--- src/verilog/spg_defs.vh ---
// Constants for the shared pin GPIO ports.
`ifndef SPG_DEFS_VH
`define SPG_DEFS_VH
`define SPG_OFS_P4_DATA 4'h0
`define SPG_OFS_P4_DIR 4'h1
`define SPG_OFS_P5_DATA 4'h2
`define SPG_OFS_P5_DIR 4'h3
`define SPG_OFS_P5_PULL 4'h4
`define SPG_OFS_P6_DATA 4'h5
`define SPG_OFS_P6_DIR 4'h6
`define SPG_OFS_STBY 4'h7
`define SPG_OFS_DISP 4'h8
`define SPG_FLD_HIZ 0
`define SPG_FLD_SEG4_LO 0
`define SPG_FLD_SEG6_LO 8
`define SPG_FLD_PORT_INPUT_CONTROL 16
`define SPG_RST_DIR 8'h00
`define SPG_RST_DATA 8'h00
`define SPG_RST_PULL 8'h00
`define SPG_RST_DIR4 4'h0
`define SPG_RST_DATA4 4'h0
`define SPG_RST_PULL4 4'h0
`define SPG_RST_DISP 17'h0_0000
`endif

--- src/verilog/spg_pin_bank.v ---
// Pin drive and read-back path for one group of port pins.
`timescale 1ns/1ns
`default_nettype none
module spg_pin_bank #(
    parameter W = 4
) (
    input wire [W-1:0] latch_i,
    input wire [W-1:0] dir_i,
    input wire [W-1:0] alt_oe_i,
    input wire [W-1:0] alt_out_i,
    input wire [W-1:0] pin_sync_i,
    input wire in_enable_i,
    input wire hiz_i,
    input wire rmw_i,
    output wire [W-1:0] pin_o,
    output wire [W-1:0] pin_oe_o,
    output wire [W-1:0] in_o,
    output wire [W-1:0] read_o
);
    wire [W-1:0] port_drv;
    wire [W-1:0] lvl;

    // A peripheral with its enable set takes the pin over.
    assign port_drv = dir_i & ~alt_oe_i;
    // Latch bit one gives high, zero gives low.
    assign pin_o = (alt_oe_i & alt_out_i) | (port_drv & latch_i);
    // Input pins without a peripheral enable, and hi-Z standby, release the pin.
    assign pin_oe_o = hiz_i ? {W{1'b0}} : (dir_i | alt_oe_i);
    // The input is held low in hi-Z standby to stop leakage.
    assign lvl = (hiz_i || !in_enable_i) ? {W{1'b0}} : pin_sync_i;
    assign in_o = lvl;
    // Latch for READ_MODIFY_WRITE and pure port outputs, level otherwise.
    assign read_o = rmw_i ? latch_i
                  : ((port_drv & latch_i) | (~port_drv & lvl));
endmodule
`default_nettype wire

--- src/verilog/spg_gpio.v ---
// Shared pin GPIO ports 4, 5 and 6 with an Avalon-MM register slave.
`timescale 1ns/1ns
`default_nettype none
`include "spg_defs.vh"
module spg_gpio (
    input wire clk_sys_i,
    input wire nrst_i,
    input wire [5:0] avs_address_i,
    input wire avs_read_i,
    input wire avs_write_i,
    input wire [31:0] avs_writedata_i,
    input wire [3:0] avs_byteenable_i,
    output reg [31:0] avs_readdata_o,
    output wire avs_waitrequest_o,
    input wire read_modify_write_i,
    input wire standby_stop_i,
    input wire standby_watch_i,
    input wire [3:0] port4_pin_i,
    output wire [3:0] port4_pin_o,
    output wire [3:0] port4_pin_oe_o,
    input wire [3:0] port5_pin_i,
    output wire [3:0] port5_pin_o,
    output wire [3:0] port5_pin_oe_o,
    output wire [3:0] port5_pullup_en_o,
    input wire [7:0] port6_pin_i,
    output wire [7:0] port6_pin_o,
    output wire [7:0] port6_pin_oe_o,
    input wire ctimer0_out_b_i,
    input wire ctimer0_out_b_oe_i,
    input wire ctimer0_out_a_i,
    input wire ctimer0_out_a_oe_i,
    input wire reload_timer_out_i,
    input wire reload_timer_out_oe_i,
    output wire ctimer0_ext_clk_o,
    output wire reload_timer_in_o,
    input wire [3:0] segment4_i,
    input wire [7:0] segment6_i
);
    reg rst_meta;
    reg rst_sync_n;
    reg ack;
    reg [3:0] port4_data;
    reg [3:0] port4_direction;
    reg [3:0] port5_data;
    reg [3:0] port5_direction;
    reg [3:0] port5_pullup;
    reg [7:0] port6_data;
    reg [7:0] port6_direction;
    reg standby_pin_hiz;
    reg [3:0] segment_select4;
    reg [7:0] segment_select6;
    reg port_input_control;
    reg [3:0] p4_meta;
    reg [3:0] p4_sync;
    reg [3:0] p5_meta;
    reg [3:0] p5_sync;
    reg [7:0] p6_meta;
    reg [7:0] p6_sync;
    reg [31:0] next_readdata;
    wire [3:0] widx;
    wire req;
    wire wr_go;
    wire hiz;
    wire read_modify_write;
    wire [3:0] seg4_on;
    wire [7:0] seg6_on;
    wire [3:0] p5_alt_oe;
    wire [3:0] p5_alt_out;
    wire [3:0] p4_rd;
    wire [3:0] p5_rd;
    wire [7:0] p6_rd;
    wire [3:0] p5_in;

    // Merges one byte lane of write data into an old register value.
    function [7:0] lane_merge;
        input [7:0] old_val;
        input [7:0] new_val;
        input lane_en;
        begin
            lane_merge = lane_en ? new_val : old_val;
        end
    endfunction

    // Merges the low nibble of lane zero into a four-bit register.
    function [3:0] nib_merge;
        input [3:0] old_val;
        input [3:0] new_val;
        input lane_en;
        begin
            nib_merge = lane_en ? new_val : old_val;
        end
    endfunction

    always @(posedge clk_sys_i or negedge nrst_i)
    begin
        if (!nrst_i)
        begin
            rst_meta <= 1'b0;
            rst_sync_n <= 1'b0;
        end
        else
        begin
            rst_meta <= 1'b1;
            rst_sync_n <= rst_meta;
        end
    end

    assign widx = avs_address_i[5:2];
    assign req = avs_read_i | avs_write_i;
    // One wait cycle lets read data settle in a flip-flop.
    assign avs_waitrequest_o = req & ~ack;
    assign wr_go = avs_write_i & ack;
    assign hiz = standby_pin_hiz & (standby_stop_i | standby_watch_i);
    assign read_modify_write = read_modify_write_i;

    always @(posedge clk_sys_i or negedge rst_sync_n)
    begin
        if (!rst_sync_n)
        begin
            ack <= 1'b0;
        end
        else
        begin
            ack <= req & ~ack;
        end
    end

    // Pin levels come from outside and are synchronised first.
    always @(posedge clk_sys_i or negedge rst_sync_n)
    begin
        if (!rst_sync_n)
        begin
            p4_meta <= 4'h0;
            p4_sync <= 4'h0;
            p5_meta <= 4'h0;
            p5_sync <= 4'h0;
            p6_meta <= 8'h00;
            p6_sync <= 8'h00;
        end
        else
        begin
            p4_meta <= port4_pin_i;
            p4_sync <= p4_meta;
            p5_meta <= port5_pin_i;
            p5_sync <= p5_meta;
            p6_meta <= port6_pin_i;
            p6_sync <= p6_meta;
        end
    end

    always @(posedge clk_sys_i or negedge rst_sync_n)
    begin
        if (!rst_sync_n)
        begin
            port4_data <= `SPG_RST_DATA4;
            port5_data <= `SPG_RST_DATA4;
            port6_data <= `SPG_RST_DATA;
            port4_direction <= `SPG_RST_DIR4;
            port5_direction <= `SPG_RST_DIR4;
            port6_direction <= `SPG_RST_DIR;
            port5_pullup <= `SPG_RST_PULL4;
            standby_pin_hiz <= 1'b0;
            segment_select4 <= 4'h0;
            segment_select6 <= 8'h00;
            port_input_control <= 1'b0;
        end
        else if (wr_go)
        begin
            case (widx)
                `SPG_OFS_P4_DATA:
                begin
                    // The latch takes data whatever the direction.
                    port4_data <= nib_merge(port4_data,
                        avs_writedata_i[3:0], avs_byteenable_i[0]);
                end
                `SPG_OFS_P4_DIR:
                begin
                    port4_direction <= nib_merge(port4_direction,
                        avs_writedata_i[3:0], avs_byteenable_i[0]);
                end
                `SPG_OFS_P5_DATA:
                begin
                    port5_data <= nib_merge(port5_data,
                        avs_writedata_i[3:0], avs_byteenable_i[0]);
                end
                `SPG_OFS_P5_DIR:
                begin
                    port5_direction <= nib_merge(port5_direction,
                        avs_writedata_i[3:0], avs_byteenable_i[0]);
                end
                `SPG_OFS_P5_PULL:
                begin
                    port5_pullup <= nib_merge(port5_pullup,
                        avs_writedata_i[3:0], avs_byteenable_i[0]);
                end
                `SPG_OFS_P6_DATA:
                begin
                    port6_data <= lane_merge(port6_data,
                        avs_writedata_i[7:0], avs_byteenable_i[0]);
                end
                `SPG_OFS_P6_DIR:
                begin
                    port6_direction <= lane_merge(port6_direction,
                        avs_writedata_i[7:0], avs_byteenable_i[0]);
                end
                `SPG_OFS_STBY:
                begin
                    if (avs_byteenable_i[0])
                    begin
                        standby_pin_hiz <= avs_writedata_i[`SPG_FLD_HIZ];
                    end
                end
                `SPG_OFS_DISP:
                begin
                    segment_select4 <= nib_merge(segment_select4,
                        avs_writedata_i[3:0], avs_byteenable_i[0]);
                    segment_select6 <= lane_merge(segment_select6,
                        avs_writedata_i[15:8], avs_byteenable_i[1]);
                    if (avs_byteenable_i[2])
                    begin
                        port_input_control <=
                            avs_writedata_i[`SPG_FLD_PORT_INPUT_CONTROL];
                    end
                end
                default:
                begin
                    port_input_control <= port_input_control;
                end
            endcase
        end
    end

    // A segment drives its pin only once the input control is set.
    assign seg4_on = segment_select4 & {4{port_input_control}};
    assign seg6_on = segment_select6 & {8{port_input_control}};

    // Bit 1 is only a timer clock input and has no output.
    assign p5_alt_oe = {reload_timer_out_oe_i, ctimer0_out_a_oe_i,
                        1'b0, ctimer0_out_b_oe_i};
    assign p5_alt_out = {reload_timer_out_i, ctimer0_out_a_i,
                         1'b0, ctimer0_out_b_i};

    spg_pin_bank #(
        .W(4)
    ) u_port4 (
        .latch_i(port4_data),
        .dir_i(port4_direction),
        .alt_oe_i(seg4_on),
        .alt_out_i(segment4_i),
        .pin_sync_i(p4_sync),
        .in_enable_i(port_input_control),
        .hiz_i(hiz),
        .rmw_i(read_modify_write),
        .pin_o(port4_pin_o),
        .pin_oe_o(port4_pin_oe_o),
        .in_o(),
        .read_o(p4_rd)
    );

    spg_pin_bank #(
        .W(4)
    ) u_port5 (
        .latch_i(port5_data),
        .dir_i(port5_direction),
        .alt_oe_i(p5_alt_oe),
        .alt_out_i(p5_alt_out),
        .pin_sync_i(p5_sync),
        .in_enable_i(1'b1),
        .hiz_i(hiz),
        .rmw_i(read_modify_write),
        .pin_o(port5_pin_o),
        .pin_oe_o(port5_pin_oe_o),
        .in_o(p5_in),
        .read_o(p5_rd)
    );

    spg_pin_bank #(
        .W(8)
    ) u_port6 (
        .latch_i(port6_data),
        .dir_i(port6_direction),
        .alt_oe_i(seg6_on),
        .alt_out_i(segment6_i),
        .pin_sync_i(p6_sync),
        .in_enable_i(port_input_control),
        .hiz_i(hiz),
        .rmw_i(read_modify_write),
        .pin_o(port6_pin_o),
        .pin_oe_o(port6_pin_oe_o),
        .in_o(),
        .read_o(p6_rd)
    );

    // Timer inputs see the pin level, even while the pin is driven as an output.
    assign ctimer0_ext_clk_o = p5_in[1];
    assign reload_timer_in_o = p5_in[2];

    // The pull-up cannot fight a pin that is driven low.
    assign port5_pullup_en_o = port5_pullup
        & ~(port5_pin_oe_o & ~port5_pin_o);

    always @*
    begin
        next_readdata = 32'h0000_0000;
        case (widx)
            `SPG_OFS_P4_DATA:
            begin
                next_readdata = {28'h000_0000, p4_rd};
            end
            `SPG_OFS_P4_DIR:
            begin
                next_readdata = {28'h000_0000, port4_direction};
            end
            `SPG_OFS_P5_DATA:
            begin
                next_readdata = {28'h000_0000, p5_rd};
            end
            `SPG_OFS_P5_DIR:
            begin
                next_readdata = {28'h000_0000, port5_direction};
            end
            `SPG_OFS_P5_PULL:
            begin
                next_readdata = {28'h000_0000, port5_pullup};
            end
            `SPG_OFS_P6_DATA:
            begin
                next_readdata = {24'h00_0000, p6_rd};
            end
            `SPG_OFS_P6_DIR:
            begin
                next_readdata = {24'h00_0000, port6_direction};
            end
            `SPG_OFS_STBY:
            begin
                next_readdata = {31'h0000_0000, standby_pin_hiz};
            end
            `SPG_OFS_DISP:
            begin
                next_readdata = {15'h0000, port_input_control,
                                 segment_select6, 4'h0, segment_select4};
            end
            default:
            begin
                next_readdata = 32'h0000_0000;
            end
        endcase
    end

    // Read data is captured in the wait cycle and held while it is taken.
    always @(posedge clk_sys_i or negedge rst_sync_n)
    begin
        if (!rst_sync_n)
        begin
            avs_readdata_o <= 32'h0000_0000;
        end
        else if (avs_read_i && !ack)
        begin
            avs_readdata_o <= next_readdata;
        end
    end
endmodule
`default_nettype wire

--- config.mk ---
export PLATFORM = sky130hd
export DESIGN_NAME = spg_gpio
export DESIGN_NICKNAME = d
export VERILOG_FILES = /design/src/verilog/spg_pin_bank.v /design/src/verilog/spg_gpio.v
export VERILOG_INCLUDE_DIRS = /design/src /design/src/verilog
export SDC_FILE = /design/constraint.sdc
export NUM_CORES = 1
export LEC_CHECK = 0
export ABC_AREA = 1
export BUFFER_PORTS_ARGS = -buffer_cell sky130_fd_sc_hd__buf_2
export CORE_ASPECT_RATIO = 0.8
export CORE_UTILIZATION = 25
export DETAILED_ROUTE_END_ITERATION = 8
export SLEW_MARGIN = 20
export SYNTH_ARGS = -nofsm -noshare
export SYNTH_HDL_FRONTEND = slang
export SYNTH_SLANG_ARGS = --single-unit
--- constraint.sdc ---
create_clock -name clk_sys_i -period 3 [get_ports clk_sys_i]
set_input_delay 0.3 -clock clk_sys_i [delete_from_list [all_inputs] [get_ports clk_sys_i]]
set_output_delay 0.3 -clock clk_sys_i [all_outputs]
set_load 0.05 [all_outputs]
==> flow_metrics.tcl <==
set metrics [dict create \
    outcome "completed" \
    tightestPinTransition_ps 802 \
    cts-htree-levels 3 \
    gr-total-overflow 0 \
    slowest_delay_ps 520 \
    timing.rr.end "avs_readdata_o[0]" \
    clockBufferDepth 2 \
    dieWidth_um 158 \
    ir_drop_mv 0.220 \
    std_cell_rows 45 \
    end_kind "output port" \
    hold_buffers 1 \
    finalSetupViolCount 0 \
    post-route-period-util_pct 69.9 \
    synth.distinct_cells 28 \
    hold_viol_final 0 \
    yosys_warnings 0 \
    drt-initial-drc-count 322 \
    core_mm2 0.0190 \
    synth_area_leaders "dfrtp_1, nand2_1, nand3_1" \
    final_area_mm2 0.00603 \
    synth_edf_count 0 \
    via_per_inst 4.38 \
    yosysTopAreaCell "dfrtp_1" \
    synthArstFlopShare_pct 100 \
    setup_tns_ps 0 \
    dp.cells 972 \
    wire_per_inst_um 14.8 \
    slew_headroom_pct 46.5 \
    wl_um 14700 \
    gr-usage-all-layers_pct 15.6 \
    cp.required_ps 2700 \
    yosysTopAreaCellShare_pct 52.7 \
    cp_slowest_cell "dfrtp_1" \
    initial_utilization_pct 25.5 \
    synthToLayoutAreaGrowth_pct 24.5 \
    hold_class "in -> reg" \
    rsz0062_at_grt "false" \
    max_cap_violations 0 \
    ys_seq_elements 102 \
    synth_cells 599 \
    criticalPathCategory "reg -> out" \
    drtAntennaViolNets 0 \
    multi_input_comb_area_mm2 0.00196 \
    period_minus_slack_ps 2100 \
    drt_pass1_iterations 4 \
    p_leak_nw 3.23 \
    cp-start-kind "register" \
    skew_ps 11.9 \
    synth_flop_cell "dfrtp_1" \
    cp_data_arrival_time_ps 1800 \
    crit_chain "buf_4 -> nand2_1 -> nand2_1 -> o21ai_0 -> buf_2" \
    regArea_mm2 0.00256 \
    grt_max_degree 61 \
    path_clk_slew_ps 70 \
    cts_resized 0 \
    antennaDiodeCount 0 \
    critical_path_buf_inv_count 2 \
    final_nets 809 \
    hold_end "p5_meta[3]" \
    postCtsSetupRepairBufs 0 \
    drc 0 \
    synth_seq_area_share_pct 52.7 \
    dp_hpwl_um 10800 \
    cts_tree "yes" \
    clock_sinks 102 \
    crit_fanout 13 \
    dr_total_vias 4336 \
    r2r_slack_ps 1180 \
    antenna_found_initial 0 \
    whs_path_depth 1 \
    r2r_cells 11 \
    finalNonFillerCells 989 \
    cp_top_family "buffers and inverters" \
    drive_above_1_share_pct 22.8 \
    netlist_area_mm2 0.00484 \
    cts_root_buf "clkbuf_16" \
    grt_pass1_vias 3913 \
    gp_congestion 0.868 \
    power_density_mw_per_mm2 622 \
    timing.final.max_slew_violations 0 \
    fillers 2063 \
    port_buffers 120 \
    crit_path_frequent_cell "nand2_1" \
    fmax_mhz 477 \
    fp.dieH_um 126 \
    cts_made_buffers 9 \
    synth_area_per_cell_um2 8.08 \
    num_io_pins 154 \
    r2r_start "standby_pin_hiz" \
    place_area_mm2 0.00574 \
    grt_pass1_wl_um 22700 \
    die_area_mm2 0.0199 \
    min_from "port5_pin_i[3]" \
    clk_latency_ps 360 \
]
## placed cells by master (no fill, tap or decap)
cell type,n
a21boi_0,5
a21oi_1,21
a31oi_1,1
buf_12,1
buf_2,120
buf_4,10
clkbuf_16,9
clkinv_1,2
clkinv_2,1
clkinv_4,3
clkinvlp_4,1
conb_1,16
dfrtp_1,101
dfrtp_4,1
dlygate4sd3_1,1
inv_1,50
inv_2,1
inv_6,2
mux2_2,7
nand2_1,184
nand2_2,3
nand3_1,66
nand3_2,1
nand3_4,1
nand4_1,3
nor2_1,55
nor2_2,2
nor2_4,3
nor3_4,1
o211ai_1,2
o21ai_0,49
o22ai_1,3
o31a_1,3
o31ai_1,2
## power breakdown
group          switching, mW  internal, mW
logic                  0.711         0.254
registers              0.157          1.50
clock network          0.554         0.572
total                   1.42          2.33
## worst register-to-register path: stages, from the launching register on
cell and delay, ps:
dfrtp_1 390, inv_1 50, nor2_1 130, buf_4 240, nor2_1 60, buf_4 190, nand2_1 70, nand2_1 50
nand2_1 120, nand2_1 60, o21ai_0 240, nand2_1 80
## stage by stage
| stage | hold WS, ps | total power, mW | util [%] | setup slack, ps |
|---|---|---|---|---|
| 3_3_place_gp | 86.4 | 2.64 | 30.2 | 1130 |
| 6_report | 41.6 | 3.75 | 31.8 | 903 |
| 2_1_floorplan | 4.41 | 2.35 | - | 922 |
| 5_1_grt | 21.7 | 3.98 | 31.8 | 788 |
| 3_5_place_dp | 86.6 | 2.65 | 30.2 | 1130 |
| 4_1_cts | 23.7 | 3.81 | 31.8 | 869 |
## metal layers
layer	share of wire, %	vias up	global-route usage, %
li1	-	2163	-
met1	52	2032	23.6
met2	41	129	21.3
met3	5.9	12	4.17
met4	1.2	0	4.45
met5	0	-	0
## Yosys cell counts (2+ instances only)
library cell  count
nand2_1         184
dfrtp_1         102
nand3_1          66
nor2_1           55
inv_1            50
o21ai_0          49
a21oi_1          21
buf_4            16
clkbuf_1          8
mux2_2            7
a21boi_0          5
buf_2             5
nand2_2           3
nand4_1           3
nor2_4            3
o22ai_1           3
o31a_1            3
clkinv_1          2
conb_1            2
nor2_2            2
o211ai_1          2
o31ai_1           2
## registers in the layout, indices dropped and copies added (netlist names), 8 cells and up
signal / cells
avs_readdata_o: 17
p6_meta: 8
p6_sync: 8
port6_data: 8
port6_direction: 8
segment_select6: 8
## cell type report
| type | instances | area share (%) |
|---|---|---|
| inverters | 53 | 3.30 |
| well taps | 258 | 5.35 |
| multi-input cells | 428 | 32.6 |
| flip-flops and latches | 102 | 42.4 |
| repair buffers | 132 | 11.7 |
| clock inverters | 7 | 0.934 |
| clock buffers | 9 | 3.74 |
## cells by family (layout without fill, tap and decap cells)
group                  count (synthesis)  count (layout)  synth area share [%]
other                                  2              16                 0.155
muxes                                  7               7                  1.63
and+or+nand+nor                      319             319                  28.0
buffers and inverters                 83             201                  7.81
AOI/OAI and AO/OA                     86              86                  9.69
DFF                                  102             102                  52.7
## worst max path at each step
| stage | startpoint | end | slack (ps) | cells past startpoint |
|---|---|---|---|---|
| floorplan | port5_direction[2] | port5_pullup_en_o[2] | 920 | 3 |
| global placement | avs_address_i[4] | avs_readdata_o[1] | 1130 | 10 |
| detailed placement | avs_address_i[2] | segment_select6[4] | 1130 | 6 |
| CTS | port_input_control | port4_pin_o[1] | 870 | 5 |
| global route | port_input_control | port4_pin_o[1] | 790 | 5 |
| finish | port_input_control | port4_pin_o[1] | 900 | 5 |
(Power assumes the default switching activity.)
